## config.mk

```make
export PLATFORM = sky130hd
export DESIGN_NAME = brkm_top
export DESIGN_NICKNAME = d
export VERILOG_FILES = /design/src/core/brkm_pkg.sv /design/src/core/brkm_addr_match.sv /design/src/core/brkm_top.sv
export VERILOG_INCLUDE_DIRS = /design/src /design/src/core
export SDC_FILE = /design/constraint.sdc
export NUM_CORES = 1
export LEC_CHECK = 0
export BUFFER_PORTS_ARGS = -buffer_cell sky130_fd_sc_hd__buf_4
export CORE_MARGIN = 3
export CORE_UTILIZATION = 42
export CTS_BUF_LIST = sky130_fd_sc_hd__clkbuf_4 sky130_fd_sc_hd__clkbuf_8
export CTS_CLUSTER_SIZE = 28
export DETAILED_ROUTE_END_ITERATION = 12
export GPL_ROUTABILITY_DRIVEN = 0
export PLACE_DENSITY = 0.77
export SLEW_MARGIN = 20
export SYNTH_ARGS = -nofsm -noshare
export SYNTH_HDL_FRONTEND = slang
export SYNTH_SLANG_ARGS = --single-unit
```

## constraint.sdc

```tcl
create_clock -name aclk -period 1.5 [get_ports aclk]
set_clock_uncertainty 0.1 [all_clocks]
set_input_delay 0.075 -clock aclk [delete_from_list [all_inputs] [get_ports aclk]]
set_output_delay 0.075 -clock aclk [all_outputs]
set_load 0.02 [all_outputs]
```

## src/core/brkm_params.svh

```systemverilog
// Break module offsets, field positions, reset values and constants
`ifndef BRKM_PARAMS_SVH
`define BRKM_PARAMS_SVH

// ----------------------------------------
// Register byte addresses
// ----------------------------------------
`define BRKM_OFS_STATUS_CONTROL 8'h00
`define BRKM_OFS_ADDRESS_HIGH 8'h04
`define BRKM_OFS_ADDRESS_LOW 8'h08
`define BRKM_OFS_AUXILIARY 8'h0C
`define BRKM_OFS_WAIT_STATUS 8'h10
`define BRKM_OFS_FLAG_CONTROL 8'h14

// ----------------------------------------
// Field positions
// ----------------------------------------
`define BRKM_BIT_ENABLE 7
`define BRKM_BIT_ACTIVE 6
`define BRKM_BIT_WDOG_DISABLE 0
`define BRKM_BIT_WAIT_EXIT 1
`define BRKM_BIT_CLEAR_FLAG 7

// ----------------------------------------
// Reset values and codes
// ----------------------------------------
`define BRKM_RST_BYTE 8'h00
`define BRKM_RST_ADDR 16'h0000
`define BRKM_SWI_OPCODE 8'h83
`define BRKM_VEC_NORMAL 16'hFFFC
`define BRKM_VEC_MONITOR 16'hFEFC
`define BRKM_RESP_OKAY 2'h0
`define BRKM_RESP_SLVERR 2'h2

`endif

```

## src/core/brkm_pkg.sv

```systemverilog
// Break module shared types
package brkm_pkg;
    typedef enum logic [1:0] {
        BRKM_IDLE = 2'b00,
        BRKM_PEND = 2'b01,
        BRKM_BREAK = 2'b10
    } brkm_state_e;

    // CPU bus cycle as seen by the break logic
    typedef struct packed {
        logic valid;
        logic cpu_gen;
        logic opcode;
        logic [15:0] addr;
    } brkm_cpu_cyc_s;

    // Hooks toward the system integration logic
    typedef struct packed {
        logic breakpoint_request;
        logic load_swi;
        logic [7:0] swi_opcode;
        logic [15:0] vector_addr;
        logic timer_halt;
        logic watchdog_disable;
        logic flag_clear_allow;
        logic in_break;
    } brkm_sil_s;
endpackage : brkm_pkg

```

## src/core/brkm_addr_match.sv

```systemverilog
// Registered 16-bit comparator of the CPU fetch address
`timescale 1ns/1ps
module brkm_addr_match
    import brkm_pkg::*;
(
    // Clock and reset
    input wire logic aclk,
    input wire logic aresetn,
    // Compare inputs
    input wire brkm_cpu_cyc_s cyc,
    input wire logic [15:0] break_addr,
    input wire logic enable,
    // Result
    output logic hit_ff,
    output logic hit_opcode_ff
);
    wire logic nxt_hit;
    // Only valid CPU cycles count; low-power modes give none
    assign nxt_hit = enable && cyc.valid && cyc.cpu_gen && (cyc.addr == break_addr);

    always_ff @(posedge aclk) begin
        if (!aresetn) begin
            hit_ff <= 1'b0;
            hit_opcode_ff <= 1'b0;
        end else begin
            hit_ff <= nxt_hit;
            hit_opcode_ff <= nxt_hit && cyc.opcode;
        end
    end
endmodule : brkm_addr_match

```

## src/core/brkm_top.sv

```systemverilog
// Breakpoint and break-interrupt unit with AXI4-Lite registers
//
// Behaviour
// - With break enable set, request break when CPU address equals break address.
// - Break loads the SOFTWARE_INTERRUPT_OPCODE opcode; vector FFFC, or FEFC in monitor mode.
// - Software writing one to break-active forces a break without a match.
// - Return-from-interrupt inside the handler ends the break state.
// - Match on an opcode address: that instruction waits for the handler.
// - Match on an operand address: instruction completes before the break.
// - Software break is taken just before the next instruction.
// - Cleared active with unchanged address suppresses the repeat break.
// - Match sets break-active, reset clears it; software clears it in handler.
// - Break enable is bit 7 of status/control; cleared by write zero and reset.
// - Two byte registers hold break address halves; reset clears both.
// - Timer counter halts while a break is in progress.
// - Watchdog disabled in break in monitor mode when its disable bit is set.
// - Flag clears in other modules allowed in break only with clear-enable bit.
// - Wait-exit flag reads one when wait ended by break, else zero.
// - Break stays enabled in wait/stop, but no address match occurs there.
//
// Our own choices: register access over AXI4-Lite and the address map.
`timescale 1ns/1ps
`include "brkm_params.svh"
module brkm_top
    import brkm_pkg::*;
(
    // Clock and reset
    input wire logic aclk,
    input wire logic aresetn,
    // AXI4-Lite write address and data
    input wire logic [7:0] s_axi_awaddr,
    input wire logic s_axi_awvalid,
    output logic s_axi_awready,
    input wire logic [31:0] s_axi_wdata,
    input wire logic [3:0] s_axi_wstrb,
    input wire logic s_axi_wvalid,
    output logic s_axi_wready,
    // AXI4-Lite write response
    output logic [1:0] s_axi_bresp,
    output logic s_axi_bvalid,
    input wire logic s_axi_bready,
    // AXI4-Lite read
    input wire logic [7:0] s_axi_araddr,
    input wire logic s_axi_arvalid,
    output logic s_axi_arready,
    output logic [31:0] s_axi_rdata,
    output logic [1:0] s_axi_rresp,
    output logic s_axi_rvalid,
    input wire logic s_axi_rready,
    // CPU core
    input wire brkm_cpu_cyc_s cpu_cyc,
    input wire logic insn_boundary,
    input wire logic rti_exec,
    input wire logic wait_mode,
    input wire logic monitor_mode,
    // System integration logic
    output brkm_sil_s sil
);
    // ----------------------------------------
    // Registers
    // ----------------------------------------
    logic [7:0] brk_addr_hi_ff;
    logic [7:0] brk_addr_lo_ff;
    logic break_enable_bit_ff;
    logic break_active_bit_ff;
    logic break_watchdog_disable_bit_ff;
    logic break_clear_flag_enable_bit_ff;
    logic wait_exit_by_break_flag_ff;
    logic armed_ff;
    logic sw_req_ff;
    brkm_state_e state_ff;
    brkm_state_e nxt_state;

    // ----------------------------------------
    // Bus slave
    // ----------------------------------------
    logic [7:0] awaddr_ff;
    logic [7:0] wdata_ff;
    logic aw_held_ff;
    logic w_held_ff;
    logic wlane_ff;
    logic bvalid_ff;
    logic rvalid_ff;
    logic [7:0] rdata_ff;
    logic rerr_ff;
    logic berr_ff;

    wire logic aw_take = s_axi_awvalid && s_axi_awready;
    wire logic w_take = s_axi_wvalid && s_axi_wready;
    wire logic [7:0] wr_addr = aw_held_ff ? awaddr_ff : s_axi_awaddr;
    wire logic [7:0] wr_byte = w_held_ff ? wdata_ff : s_axi_wdata[7:0];
    wire logic wr_lane = w_held_ff ? wlane_ff : s_axi_wstrb[0];
    wire logic aw_have = aw_held_ff || s_axi_awvalid;
    wire logic w_have = w_held_ff || s_axi_wvalid;
    wire logic wr_fire = aw_have && w_have && !bvalid_ff;
    wire logic wr_en = wr_fire && wr_lane;

    assign s_axi_awready = !aw_held_ff && !bvalid_ff;
    assign s_axi_wready = !w_held_ff && !bvalid_ff;
    assign s_axi_bvalid = bvalid_ff;
    assign s_axi_bresp = berr_ff ? `BRKM_RESP_SLVERR : `BRKM_RESP_OKAY;
    assign s_axi_arready = !rvalid_ff;
    assign s_axi_rvalid = rvalid_ff;
    assign s_axi_rdata = {24'h000000, rdata_ff};
    assign s_axi_rresp = rerr_ff ? `BRKM_RESP_SLVERR : `BRKM_RESP_OKAY;

    wire logic wr_sc = wr_en && (wr_addr == `BRKM_OFS_STATUS_CONTROL);
    wire logic wr_hi = wr_en && (wr_addr == `BRKM_OFS_ADDRESS_HIGH);
    wire logic wr_lo = wr_en && (wr_addr == `BRKM_OFS_ADDRESS_LOW);
    wire logic wr_aux = wr_en && (wr_addr == `BRKM_OFS_AUXILIARY);
    wire logic wr_ws = wr_en && (wr_addr == `BRKM_OFS_WAIT_STATUS);
    wire logic wr_fc = wr_en && (wr_addr == `BRKM_OFS_FLAG_CONTROL);
    wire logic wr_mapped = (wr_addr == `BRKM_OFS_STATUS_CONTROL) || (wr_addr == `BRKM_OFS_ADDRESS_HIGH)
        || (wr_addr == `BRKM_OFS_ADDRESS_LOW) || (wr_addr == `BRKM_OFS_AUXILIARY)
        || (wr_addr == `BRKM_OFS_WAIT_STATUS) || (wr_addr == `BRKM_OFS_FLAG_CONTROL);

    always_ff @(posedge aclk) begin
        if (!aresetn) begin
            aw_held_ff <= 1'b0;
            w_held_ff <= 1'b0;
            awaddr_ff <= 8'h00;
            wdata_ff <= 8'h00;
            wlane_ff <= 1'b0;
            bvalid_ff <= 1'b0;
            berr_ff <= 1'b0;
        end else begin
            // Hold whichever channel arrives first until the other comes
            aw_held_ff <= wr_fire ? 1'b0 : (aw_held_ff || aw_take);
            w_held_ff <= wr_fire ? 1'b0 : (w_held_ff || w_take);
            if (aw_take) begin
                awaddr_ff <= s_axi_awaddr;
            end
            if (w_take) begin
                wdata_ff <= s_axi_wdata[7:0];
                wlane_ff <= s_axi_wstrb[0];
            end
            if (wr_fire) begin
                bvalid_ff <= 1'b1;
                berr_ff <= !wr_mapped;
            end else if (s_axi_bready) begin
                bvalid_ff <= 1'b0;
            end
        end
    end

    // ----------------------------------------
    // Read decode
    // ----------------------------------------
    wire logic [7:0] sc_val = {break_enable_bit_ff, break_active_bit_ff, 6'h00};
    wire logic [7:0] aux_val = {7'h00, break_watchdog_disable_bit_ff};
    wire logic [7:0] ws_val = {6'h00, wait_exit_by_break_flag_ff, 1'b0};
    wire logic [7:0] fc_val = {break_clear_flag_enable_bit_ff, 7'h00};
    wire logic rd_take = s_axi_arvalid && !rvalid_ff;
    wire logic [8:0] rd_sel =
        (s_axi_araddr == `BRKM_OFS_STATUS_CONTROL) ? {1'b0, sc_val} :
        (s_axi_araddr == `BRKM_OFS_ADDRESS_HIGH) ? {1'b0, brk_addr_hi_ff} :
        (s_axi_araddr == `BRKM_OFS_ADDRESS_LOW) ? {1'b0, brk_addr_lo_ff} :
        (s_axi_araddr == `BRKM_OFS_AUXILIARY) ? {1'b0, aux_val} :
        (s_axi_araddr == `BRKM_OFS_WAIT_STATUS) ? {1'b0, ws_val} :
        (s_axi_araddr == `BRKM_OFS_FLAG_CONTROL) ? {1'b0, fc_val} : 9'h100;

    always_ff @(posedge aclk) begin
        if (!aresetn) begin
            rvalid_ff <= 1'b0;
            rdata_ff <= `BRKM_RST_BYTE;
            rerr_ff <= 1'b0;
        end else if (rd_take) begin
            rvalid_ff <= 1'b1;
            rdata_ff <= rd_sel[7:0];
            rerr_ff <= rd_sel[8];
        end else if (s_axi_rready) begin
            rvalid_ff <= 1'b0;
        end
    end

    // ----------------------------------------
    // Address compare
    // ----------------------------------------
    wire logic [15:0] break_addr = {brk_addr_hi_ff, brk_addr_lo_ff};
    wire logic hit;
    wire logic hit_opcode;

    brkm_addr_match u_match (
        .aclk(aclk),
        .aresetn(aresetn),
        .cyc(cpu_cyc),
        .break_addr(break_addr),
        .enable(break_enable_bit_ff && armed_ff && (state_ff == BRKM_IDLE)),
        .hit_ff(hit),
        .hit_opcode_ff(hit_opcode)
    );

    // ----------------------------------------
    // Break sequencing
    // ----------------------------------------
    // Opcode hits break before that opcode runs; operand hits wait for the boundary
    wire logic sw_set = wr_sc && wr_byte[`BRKM_BIT_ACTIVE];
    wire logic take_now = (hit && hit_opcode) || ((sw_req_ff || hit) && insn_boundary);
    wire logic leave = (state_ff == BRKM_BREAK) && rti_exec;

    always_comb begin
        nxt_state = state_ff;
        unique case (state_ff)
            BRKM_IDLE: begin
                if (take_now) begin
                    nxt_state = BRKM_BREAK;
                end else if (hit || sw_set) begin
                    nxt_state = BRKM_PEND;
                end
            end
            BRKM_PEND: begin
                if (insn_boundary || (hit && hit_opcode)) begin
                    nxt_state = BRKM_BREAK;
                end
            end
            BRKM_BREAK: begin
                if (rti_exec) begin
                    nxt_state = BRKM_IDLE;
                end
            end
            default: begin
                nxt_state = BRKM_IDLE;
            end
        endcase
    end

    always_ff @(posedge aclk) begin
        if (!aresetn) begin
            state_ff <= BRKM_IDLE;
            sw_req_ff <= 1'b0;
        end else begin
            state_ff <= nxt_state;
            sw_req_ff <= (nxt_state == BRKM_PEND);
        end
    end

    // ----------------------------------------
    // Control and status bits
    // ----------------------------------------
    always_ff @(posedge aclk) begin
        if (!aresetn) begin
            brk_addr_hi_ff <= `BRKM_RST_BYTE;
            brk_addr_lo_ff <= `BRKM_RST_BYTE;
            break_enable_bit_ff <= 1'b0;
            break_active_bit_ff <= 1'b0;
            break_watchdog_disable_bit_ff <= 1'b0;
            break_clear_flag_enable_bit_ff <= 1'b0;
            armed_ff <= 1'b1;
        end else begin
            if (wr_hi) begin
                brk_addr_hi_ff <= wr_byte;
            end
            if (wr_lo) begin
                brk_addr_lo_ff <= wr_byte;
            end
            if (wr_sc) begin
                break_enable_bit_ff <= wr_byte[`BRKM_BIT_ENABLE];
            end
            // Hit sets win over a same-cycle software clear
            if (hit || sw_set) begin
                break_active_bit_ff <= 1'b1;
            end else if (wr_sc) begin
                break_active_bit_ff <= 1'b0;
            end
            // Re-arm on any write to an address register; stops a repeat on the same spot
            if (wr_hi || wr_lo) begin
                armed_ff <= 1'b1;
            end else if (hit) begin
                armed_ff <= 1'b0;
            end
            if (wr_aux) begin
                break_watchdog_disable_bit_ff <= wr_byte[`BRKM_BIT_WDOG_DISABLE];
            end
            if (wr_fc) begin
                break_clear_flag_enable_bit_ff <= wr_byte[`BRKM_BIT_CLEAR_FLAG];
            end
        end
    end

    // Wait-exit flag: set on a break taken in wait, cleared by writing zero
    always_ff @(posedge aclk) begin
        if (!aresetn) begin
            wait_exit_by_break_flag_ff <= 1'b0;
        end else if (wait_mode && (nxt_state == BRKM_BREAK) && (state_ff != BRKM_BREAK)) begin
            wait_exit_by_break_flag_ff <= 1'b1;
        end else if (wr_ws && !wr_byte[`BRKM_BIT_WAIT_EXIT]) begin
            wait_exit_by_break_flag_ff <= 1'b0;
        end
    end

    // ----------------------------------------
    // Outputs toward integration logic
    // ----------------------------------------
    wire logic in_break = (state_ff == BRKM_BREAK);
    assign sil.breakpoint_request = (state_ff != BRKM_BREAK) && (nxt_state == BRKM_BREAK);
    assign sil.load_swi = sil.breakpoint_request;
    assign sil.swi_opcode = `BRKM_SWI_OPCODE;
    assign sil.vector_addr = monitor_mode ? `BRKM_VEC_MONITOR : `BRKM_VEC_NORMAL;
    assign sil.timer_halt = in_break;
    assign sil.watchdog_disable = in_break && monitor_mode && break_watchdog_disable_bit_ff;
    assign sil.flag_clear_allow = !in_break || break_clear_flag_enable_bit_ff;
    assign sil.in_break = in_break;
endmodule : brkm_top

```

==> Yosys cells after proc, flatten, opt, wreduce, memory -nomap -nowiden <==
Cells that the tools add are included.
Widths: inputs -> output; s select.
{ "word_totals": {"ff_bits": 58, "in_bits": 82, "out_inout_bits": 71, "wordCells": 124} }
{ "op_classes": {"n_eq_ne": 16, "n_mux": 25, "bitwise_logic": 1, "reduce_logical": 60} }
{ "op_table": {"columns": ["cell", "n"], "rows": [
  ["$mux 9", 7],
  ["$eq 8x4->1 const B", 4],
  ["$eq 8x5->1 const B", 4],
  ["$logic_and 1x1->1", 29],
  ["$eq 16x16->1", 1],
  ["$eq 8x3->1 const B", 2],
  ["$logic_not 8->1", 2],
  ["$mux 8", 2],
  ["$logic_or 1x1->1", 15],
  ["$mux 2", 6],
  ["$mux 1", 9],
  ["$reduce_bool 2->1", 4],
  ["$logic_not 1->1", 7],
  ["$pmux 2 s3", 1],
  ["$eq 2x1->1 const B", 2],
  ["$eq 2x2->1 const B", 2],
  ["$reduce_or 2->1", 2],
  ["$logic_not 2->1", 1],
  ["$ne 2x2->1 const B", 1],
  ["$not 1->1", 1]
]} }

==> Depth between registers and ports, before layout <==
Gate-level depths: netlist (run 1).
{ "depth": {"word_depth": 14, "mapped_depth": 6, "depth_no_buf": 4} }

==> By module <==
Synthesis (run 1) repeated with hierarchy kept, for this count alone.
{ "hier_totals": {"hier_cells": 386, "area_unflattened_um2": 3276.9} }
{ "by_module_without_submodules": {"columns": ["module", "instances", "cells_each", "area_each_um2"], "rows": [
  ["brkm_top", 1, 358, 3032.9],
  ["brkm_addr_match", 1, 28, 244.0]
]} }

==> Least setup slack after synthesis (run 1) <==
No wires, ideal clock.
{ "synth_path": {"path_type": "reg2reg", "start": "reg awaddr_ff[5]", "end": "reg brk_addr_lo_ff[7]", "t_arrival_ns": 1.427, "path_slack_ns": -0.147, "stages_incl_launch_ff": 6, "period_less_slack_ns": 1.647, "cell_sequence": "dfxtp_1 or4b_4 o22ai_4 nand3_2 buf_6 mux2i_1"} }
{ "synth_via": {"elab_chain_len": 3} }
{ "synth_rtl": {"columns": ["item", "line_no", "text"], "rows": [
  ["from (decl)", "brkm_top.sv:77", "logic [7:0] awaddr_ff;"],
  ["from (signal assigned)", "brkm_top.sv:131", "awaddr_ff <= s_axi_awaddr;"],
  ["$mux 8", "brkm_top.sv:90", "wire logic [7:0] wr_addr = aw_held_ff ? awaddr_ff : s_axi_awaddr;"],
  ["$eq 8x4->1 (no source line)", null, null],
  ["$logic_and 1x1->1", "brkm_top.sv:109", "wire logic wr_lo = wr_en && (wr_addr == `BRKM_OFS_ADDRESS_LOW);"],
  ["to (signal assigned)", "brkm_top.sv:243", "brk_addr_lo_ff <= `BRKM_RST_BYTE;"],
  ["to (signal assigned)", "brkm_top.sv:254", "brk_addr_lo_ff <= wr_byte;"],
  ["to (decl)", "brkm_top.sv:63", "logic [7:0] brk_addr_lo_ff;"]
]} }
Every way passes these cells.
A chain may end at the register's enable or synchronous reset.

==> Worst setup path in the final report (run 1) <==
{ "layout_path": {"start": "reg awaddr_ff[5]", "end": "reg brk_addr_lo_ff[0]"} }
Same word-level chain as after synthesis.

==> results.sh, run 1 <==
export IMPL_wl_um=8160
export IMPL_rows=31
export IMPL_async_flop_share_pct=0
export IMPL_arrival_ns=1.85
export IMPL_numCtsBuffers=9
export IMPL_violations="negative setup slack"
export IMPL_finalPower_mw=3.94
export IMPL_final_common_cell="buf_4"
export IMPL_syn_inst=388
export IMPL_hold_viol=0
export IMPL_hold_path_class="in -> reg"
export IMPL_leakagePower_nw=2.04
export IMPL_avgSynthCellArea_um2=8.57
export IMPL_ioPinCount=153
export IMPL_overflow=0
export IMPL_dr_pass1_iters=4
export IMPL_hold_ws_ns=0.0323
export IMPL_clock_sinks=58
export IMPL_critPathSlowestCell="or4b_4"
export IMPL_max_freq_mhz=577
export IMPL_path_class="reg -> reg"
export IMPL_slowest_delay_ns=0.55
export IMPL_fin_tns_setup_ns=-4.78
export IMPL_fp_dieH_um=95
export IMPL_path_cells="or4b_4 > o22ai_4 > nand3_2 > buf_12 > mux2i_1"
export IMPL_final_cell_mix="buf_4 (92), nand2_1 (74), dfxtp_1 (54), conb_1 (49), dlygate4sd3_1 (28)"
export IMPL_dp_cells=558
export IMPL_start_util_pct=44.4
export IMPL_clk_path_buf_depth=2
export IMPL_postRouteAntennaNets=0
export IMPL_fin_crit_ns=1.73
export IMPL_dr_first_iter_drc_count=147
export IMPL_period_share_pct=116
export IMPL_vias=2924
export IMPL_fillCellCount=671
export IMPL_port_buffers=76
export IMPL_routedWlPerCell_um=13.6
export IMPL_grt_usage_pct=18.1
export IMPL_grt_max_degree=65
export IMPL_setup_ws_ns=-0.234
export IMPL_instances_no_fill=602
export IMPL_seqCellArea_um2=1170
export IMPL_synth_edf_count=0
export IMPL_ys_warnings_count=0
export IMPL_clock_latency_ns=0.33
export IMPL_setup_violations=25
export IMPL_peakVddDrop_uv=451
export IMPL_multi_input_area_um2=1880
export IMPL_synth_ff_type="dfxtp_1"
export IMPL_n_antenna_cell=0
export IMPL_coreArea_um2=7490
export IMPL_ys_seq_area_share_pct=34.9
export IMPL_h_tree_depth=3
export IMPL_end_kind="flip-flop"
export IMPL_grt_setup_unrepaired="true"
export IMPL_utilization_pct=59.2
export IMPL_antenna_found_initial=0
export IMPL_worst_ep_required_time_ns=1.61
export IMPL_cp_start_kind="flip-flop"
export IMPL_status="finished with violations"
export IMPL_grt_pass1_vias=2808
export IMPL_drt_vias_per_instance=4.86
export IMPL_final_max_slew_viol_count=0
export IMPL_power_density_nw_per_um2=890
export IMPL_clock_root_buffer="clkbuf_8"
export IMPL_areaGrowthSynthToFinish_pct=33.1
export IMPL_cts_clk_slew_worst_paths_ns=0.06
export IMPL_hpwl_um=6100
export IMPL_dieArea_um2=9030
export IMPL_drive_above_1_share_pct=29.0
export IMPL_drv_cap=0
export IMPL_fin_nets=580
export IMPL_netlist_area_um2=3330
export IMPL_drcViolationCount=0
export IMPL_synth_distinct_cells=53
export IMPL_postCtsSetupBuffers=0
export IMPL_ys_ff_latch=58
export IMPL_cts_tree="built"
export IMPL_cp_max_fo=9
export IMPL_fp_dieW_um=95
export IMPL_grt_pass1_wl_um=12900
flip-flops by register name, summed over array words and instances, names as in the netlist, 2 cells and up:
name            count
wdata_ff            8
brk_addr_lo_ff      8
brk_addr_hi_ff      8
state_ff            2
rdata_ff            8
awaddr_ff           8
timing repair:
item	in CTS	in global routing
hold endpoints to repair	26	0
pin swaps	3	3
setup endpoints to repair	29	38
hold buffers	28	0
gates cloned	0	0
gates resized for setup	5	8
where the power goes:
group	leakage (nW)	internal [mW]	switching, mW
clock network	0.111	0.912	0.586
registers	0.473	1.59	0.0388
logic	1.45	0.363	0.449
total	2.04	2.87	1.07
worst max-delay path: cells and delay by family, from the launching register on:
family,cells,cell delay [ns]
DFF,1,0.32
and+or+nand+nor,2,0.69
buffers and inverters,1,0.18
muxes,1,0.12
AOI/OAI and AO/OA,1,0.22
cell families after synthesis:
group	count (synthesis)	synth area share [%]
other	2	0.226
AOI/OAI and AO/OA	60	13.4
and+or+nand+nor	141	21.2
xor gates and xnor gates	16	4.21
muxes	34	10.6
DFF	58	34.9
buffers and inverters	77	15.4
metal layers:
layer,track usage [%],wire (um),vias up
li1,-,-,1449
met1,23.8,3610,1358
met2,29.7,3940,106
met3,3.51,497,11
met4,6.13,114,0
met5,0,0,-
cells in the mapped netlist, types with 2 or more instances:
cell	n	share of area (%)
nand2_1	75	8.5
dfxtp_1	58	35
buf_4	55	12
a21boi_0	23	5.2
mux2i_1	23	6.9
clkbuf_1	12	1.4
mux2_2	11	3.7
nor2_1	11	1.2
xor2_1	11	2.9
nand3_1	10	1.5
nor2b_1	7	1.3
o21ai_0	7	1.1
a21oi_1	6	0.90
a22o_1	6	1.6
inv_1	6	0.68
nor3_1	6	0.90
nor4_1	5	0.94
xnor2_1	5	1.3
and3_1	3	0.56
nand2b_1	3	0.56
nand4_1	3	0.56
o21a_1	3	0.68
and2_1	2	0.38
buf_6	2	0.68
conb_1	2	0.23
nand3_2	2	0.60
nand3b_1	2	0.45
o22ai_1	2	0.38
o32ai_1	2	0.53
or4_1	2	0.45
path summary, 6_finish.rpt:
kind	slack (ns)	from	to	depth (start not counted)
setup / recovery	-0.23	awaddr_ff[5]	brk_addr_lo_ff[0]	5
hold reg to reg	0.35	rdata_ff[0]	rdata_ff[0]	2
setup reg to reg	-0.23	awaddr_ff[5]	brk_addr_lo_ff[0]	5
hold / removal	0.03	cpu_cyc[18]	u_match.hit_ff	4
through the flow:
| stage | worst slack [ns] | area, um^2 |
|---|---|---|
| 2_1_floorplan | -0.146 | 3520 |
| 3_3_place_gp | -0.211 | 3910 |
| 3_5_place_dp | -0.284 | 3910 |
| 4_1_cts | -0.265 | 4410 |
| 5_1_grt | -0.320 | 4430 |
| 6_report | -0.234 | 4430 |
layout make-up:
cell class / count / share of cell area (%)
sequential: 58 / 26.3
multi-input combinational: 300 / 42.4
tap: 99 / 2.80
inverter: 6 / 0.508
timing repair buffer: 123 / 23.3
clock inverter: 2 / 0.791
clock buffer: 14 / 3.93
Note: power is estimated with default switching activity, not from simulation.
==> run 2, diff against run 1 <==
ABC_AREA = 1   (was unset)
CAP_MARGIN = 20   (was unset)
==> run 2 against run 1 <==
Compared with the run above: the flow still finishes with violations (negative setup slack); wire length is 8.8% higher; combinational power grew 20%; largest cell class unchanged; sequential share of layout area is 1.1 points lower; critical path type unchanged.
==> results.sh, run 2 <==
export IMPL_status="finished with violations"
export IMPL_violations="negative setup slack"
export IMPL_peakVddDrop_uv=609
export IMPL_cpLargestDelayFamily="simple AND/OR/NAND/NOR gates"
export IMPL_max_freq_mhz=617
export IMPL_final_cell_mix="buf_4 (95), nand2_1 (74), nor2_1 (63), dfxtp_1 (55), conb_1 (49)"
export IMPL_fp_dieW_um=94.4
export IMPL_ys_ff_latch=58
export IMPL_worst_ep_required_time_ns=1.64
export IMPL_postRouteAntennaNets=0
export IMPL_path_cells="buf_6 > nand2_2 > nand2_4 > buf_6 > buf_4 > nand2_2 > nor2_4 > nand2_2 > nor2_4 > nand2_1 > nand2_1 > nor2_1"
export IMPL_final_common_cell="buf_4"
export IMPL_drt_vias_per_instance=4.67
export IMPL_grt_setup_unrepaired="true"
export IMPL_leakagePower_nw=2.13
export IMPL_ys_top_cells_by_count="nand2_1 (91), nor2_1 (74), dfxtp_1 (58)"
export IMPL_wl_um=8880
export IMPL_critical_path_most_common_cell="nand2_2"
export IMPL_overflow=0
export IMPL_hold_viol=0
export IMPL_fp_dieH_um=94.4
export IMPL_ys_warnings_count=0
export IMPL_synth_ff_type="dfxtp_1"
export IMPL_ys_top_cells_by_area="dfxtp_1 (35%), buf_4 (12%), nand2_1 (10%)"
export IMPL_clock_sinks=58
export IMPL_clock_latency_ns=0.35
export IMPL_ioPinCount=153
export IMPL_grt_pass1_vias=3004
export IMPL_port_buffers=76
export IMPL_syn_inst=480
export IMPL_n_antenna_cell=0
export IMPL_drive_above_1_share_pct=31.7
export IMPL_ys_seq_area_share_pct=35.3
export IMPL_slowest_delay_ns=0.37
export IMPL_cp_num_buf_inv=3
export IMPL_areaGrowthSynthToFinish_pct=40.9
export IMPL_synth_edf_count=0
export IMPL_dieArea_um2=8920
export IMPL_arrival_ns=1.76
export IMPL_grt_pass1_wl_um=13500
export IMPL_grt_max_degree=30
export IMPL_dr_pass1_iters=4
export IMPL_fin_nets=686
export IMPL_synth_area_leader_cell="dfxtp_1"
export IMPL_setup_ws_ns=-0.120
export IMPL_avgSynthCellArea_um2=6.85
export IMPL_dp_slack_ns=-0.218
export IMPL_numCtsBuffers=9
export IMPL_fin_crit_ns=1.62
export IMPL_clock_root_buffer="clkbuf_8"
export IMPL_cp_start_kind="flip-flop"
export IMPL_synth_most_common_cell="nand2_1"
export IMPL_clk_path_buf_depth=2
export IMPL_routedWlPerCell_um=12.5
export IMPL_cts_clk_slew_worst_paths_ns=0.07
export IMPL_final_max_slew_viol_count=0
export IMPL_period_share_pct=108
export IMPL_async_flop_share_pct=0
export IMPL_cp_max_fo=4
export IMPL_finalPower_mw=4.00
export IMPL_netlist_area_um2=3290
export IMPL_start_util_pct=44.4
export IMPL_hold_path_class="in -> reg"
export IMPL_synth_distinct_cells=36
export IMPL_grt_usage_pct=19.5
export IMPL_power_density_nw_per_um2=864
export IMPL_critPathSlowestCell="dfxtp_4"
export IMPL_cts_tree="built"
export IMPL_antenna_found_initial=0
export IMPL_end_kind="flip-flop"
export IMPL_coreArea_um2=7410
export IMPL_drcViolationCount=0
export IMPL_setup_violations=27
export IMPL_rows=31
export IMPL_vias=3303
export IMPL_path_class="reg -> reg"
export IMPL_synth_top_area_share_pct=35.3
export IMPL_drv_cap=0
export IMPL_h_tree_depth=3
export IMPL_hpwl_um=6180
export IMPL_dr_first_iter_drc_count=164
run 2: cell types whose count changed in the layout (fill, tap and decap cells not counted), moves of 14 or more:
cell / before / now
mux2i_1: 23 / 0
a21boi_0: 22 / 0
nor2_1: 9 / 63
o21ai_0: 7 / 29
nand2_2: 1 / 15
inv_1: 6 / 38
a21oi_1: 5 / 32
run 2: where the power goes:
part	switching, mW	internal (mW)
Clock	0.651	0.728
Combinational	0.573	0.400
Sequential	0.0407	1.61
Total	1.26	2.74
run 2: logic make-up (layout without fill, tap and decap cells):
family | count (synthesis) | in the layout | share of synthesized area (%)
other cells | 2 | 49 | 0.229
flops | 58 | 58 | 35.3
simple gates | 204 | 206 | 26.2
xor+xnor | 10 | 10 | 2.67
buf+inv | 114 | 194 | 19.9
compound gates | 91 | 91 | 15.3
mux | 1 | 1 | 0.305
run 2: worst min-delay path: cells and delay by family:
| family | cells | cell delay, ns |
|---|---|---|
| AO/OA/AOI/OAI | 1 | 0.08 |
| buffers and inverters | 1 | 0.12 |
| AND/OR/NAND/NOR | 1 | 0.12 |
run 2: final cells by class:
type / count / area, um^2
clock inverters: 4 / 25.0
repair buffers: 130 / 1080
fillers: 648 / 2780
clock buffers: 12 / 165
well taps: 99 / 124
multi-input cells: 357 / 1880
inverters: 48 / 183
flip-flops and latches: 58 / 1170
run 2: what timing repair did:
item | CTS | global route
endpoints found under the setup margin | 29 | 30
pin swaps | 19 | 14
setup buffers | 6 | 3
endpoints found under the hold margin | 26 | 0
resized for setup | 55 | 34
hold buffers | 23 | 0
gates cloned | 2 | 0
run 2: through the flow:
step                instances  utilization, %  area, um^2  TNS [ns]  hold slack (ns)
floorplan                 527               -        3470         0           0.0872
global placement          658            52.0        3850    -0.794            0.196
detailed placement        658            52.0        3850     -2.76            0.205
CTS                       705            60.6        4490    -0.463           0.0340
global route              708            62.5        4630     -3.53          0.00750
finish                    708            62.5        4630     -1.31          0.00173
run 2: worst paths after layout:
kind         slack, ns          from                        endpoint  cells past startpoint
min              0.002  s_axi_wvalid                     wdata_ff[7]                      3
max reg2reg      -0.12    aw_held_ff  break_clear_flag_enable_bit_ff                     12
max              -0.12    aw_held_ff  break_clear_flag_enable_bit_ff                     12
min reg2reg       0.36   wdata_ff[7]                     wdata_ff[7]                      2
run 2: routing by layer:
| layer | up-vias | global-route usage (%) | routed length, um |
|---|---|---|---|
| met1 | 1474 | 23.1 | 3700 |
| met3 | 17 | 5.74 | 613 |
| met5 | - | 0 | 0 |
| li1 | 1685 | - | - |
| met4 | 0 | 7.10 | 170 |
| met2 | 127 | 33.5 | 4400 |
==> run 3, diff against run 2 <==
PLACE_DENSITY = 0.76   (was 0.77)
==> run 3 against run 2 <==
Compared with the run above: the flow still finishes with violations (negative setup slack); non-clock buffer count grew 3; register-to-register slack about the same; clock power is 28% higher; wire length grew 4.2%; via count increased by 2.4%; die area did not move; critical endpoint is now sw_req_ff; largest cell class unchanged.
==> results.sh, run 3 (synthesis gave the netlist of run 2 again) <==
export IMPL_fin_crit_ns=1.62
export IMPL_peakVddDrop_uv=607
export IMPL_coreArea_um2=7410
export IMPL_power_density_nw_per_um2=927
export IMPL_cts_tree="built"
export IMPL_ioPinCount=153
export IMPL_p_seq_share_pct=37.8
export IMPL_grt_usage_pct=19.8
export IMPL_slowest_delay_ns=0.38
export IMPL_fp_dieH_um=94.4
export IMPL_drcViolationCount=0
export IMPL_hold_ws_ns=0.0548
export IMPL_vias=3383
export IMPL_drive_above_1_share_pct=31.7
export IMPL_overflow=0
export IMPL_violations="negative setup slack"
export IMPL_final_max_slew_viol_count=0
export IMPL_period_share_pct=108
export IMPL_grt_pass1_wl_um=14000
export IMPL_cp_num_buf_inv=2
export IMPL_drv_cap=0
export IMPL_wl_um=9260
export IMPL_internal_power_mw=3.11
export IMPL_cp_max_fo=5
export IMPL_setup_ws_ns=-0.124
export IMPL_dp_cells=661
export IMPL_dr_pass1_iters=4
export IMPL_cpLargestDelayFamily="simple AND/OR/NAND/NOR gates"
export IMPL_port_buffers=76
export IMPL_path_cells="buf_6 > nor2_4 > nor2_4 > nand3_4 > nor2_4 > buf_6 > nand3_4 > nand2_4 > nand2_4 > a21oi_2"
export IMPL_postRouteAntennaNets=0
export IMPL_end_kind="flip-flop"
export IMPL_n_antenna_cell=0
export IMPL_critPathSlowestCell="dfxtp_4"
export IMPL_drt_vias_per_instance=4.76
export IMPL_start_util_pct=44.4
export IMPL_maxSlewHeadroom_pct=59.0
export IMPL_fillCellCount=621
export IMPL_clock_latency_ns=0.34
export IMPL_setup_violations=27
export IMPL_hpwl_um=6330
export IMPL_instances_no_fill=711
export IMPL_clock_sinks=58
export IMPL_hold_viol=0
export IMPL_h_tree_depth=3
export IMPL_grt_max_degree=23
export IMPL_max_freq_mhz=616
export IMPL_dieArea_um2=8920
export IMPL_cp_start_kind="flip-flop"
export IMPL_clk_path_buf_depth=2
export IMPL_arrival_ns=1.79
export IMPL_pwr_share_comb_pct=21.9
export IMPL_critical_path_most_common_cell="nor2_4"
export IMPL_utilization_pct=63.6
export IMPL_routedWlPerCell_um=13.0
export IMPL_numCtsBuffers=9
export IMPL_p_sw_share_pct=28.8
export IMPL_path_class="reg -> reg"
export IMPL_clkPwrFrac_pct=40.3
export IMPL_cts_clk_slew_worst_paths_ns=0.07
export IMPL_worstMarginPinSlew_ns=0.608
export IMPL_dr_first_iter_drc_count=218
export IMPL_final_cell_mix="buf_4 (99), nand2_1 (77), nor2_1 (66), dfxtp_1 (55), conb_1 (49)"
export IMPL_fp_dieW_um=94.4
export IMPL_rows=31
export IMPL_antenna_found_initial=0
export IMPL_hold_path_class="in -> reg"
export IMPL_p_switching_mw=1.25
export IMPL_fin_nets=689
export IMPL_clock_root_buffer="clkbuf_8"
export IMPL_worst_ep_required_time_ns=1.66
export IMPL_status="finished with violations"
export IMPL_grt_pass1_vias=3197
export IMPL_leakagePower_nw=2.16
export IMPL_areaGrowthSynthToFinish_pct=43.3
export IMPL_grt_setup_unrepaired="true"
export IMPL_final_common_cell="buf_4"
run 3: final cells by class:
type / instances / area, um^2 / share of cell area [%]
clock buffer: 10 / 131 / 2.79
clock inverter: 6 / 105 / 2.23
inverter: 48 / 183 / 3.88
multi-input combinational: 357 / 1900 / 40.4
sequential: 58 / 1170 / 24.8
tap: 99 / 124 / 2.63
timing repair buffer: 133 / 1090 / 23.2
run 3: metal layers:
layer | global-route usage (%) | routed length, um | share of wire, % | vias up
met2 | 34.8 | 4640 | 50 | 126
met1 | 23.7 | 3840 | 41 | 1549
met3 | 3.67 | 623 | 6.7 | 17
met5 | 0 | 0 | 0 | -
li1 | - | - | - | 1691
met4 | 8.42 | 158 | 1.7 | 0
run 3: through the flow:
step	instance area (um^2)	power [mW]	setup slack (ns)	TNS, ns
after floorplan	3470	2.25	0.00445	0
after detailed placement	3870	2.45	-0.184	-2.65
after global routing	4710	4.56	-0.198	-4.18
after global placement	3870	2.43	-0.0665	-0.753
after CTS	4570	4.32	-0.0788	-0.897
final	4710	4.36	-0.124	-1.79
run 3: what timing repair did:
action,4_1_cts,5_1_grt
endpoints found under the hold margin,23,0
setup buffers,5,4
setup endpoints to repair,34,39
pin swaps,16,16
hold buffers,22,0
cloned,2,1
gates resized for setup,56,31
run 3: final timing paths:
| check | start | endpoint | slack [ns] | cells after the start |
|---|---|---|---|---|
| max | aw_held_ff | sw_req_ff | -0.12 | 10 |
| min | s_axi_wvalid | w_held_ff | 0.05 | 3 |
| max reg2reg | aw_held_ff | sw_req_ff | -0.12 | 10 |
| min reg2reg | rdata_ff[7] | rdata_ff[7] | 0.37 | 2 |
run 3: power groups by stage:
stage               registers (mW)  clock network, mW  logic (mW)
finish                        1.65               1.76       0.956
global route                  1.66               1.86        1.04
CTS                           1.65               1.76       0.903
detailed placement            1.68                  0       0.767
global placement              1.68                  0       0.752
floorplan                     1.68                  0       0.573
run 3: worst reg2reg max path, stage by stage, from the launching register on:
cell and delay, ns:
dfxtp_4 0.38, buf_6 0.14, nor2_4 0.04, nor2_4 0.13
nand3_4 0.13, nor2_4 0.16, buf_6 0.13, nand3_4 0.07
nand2_4 0.09, nand2_4 0.06, a21oi_2 0.13
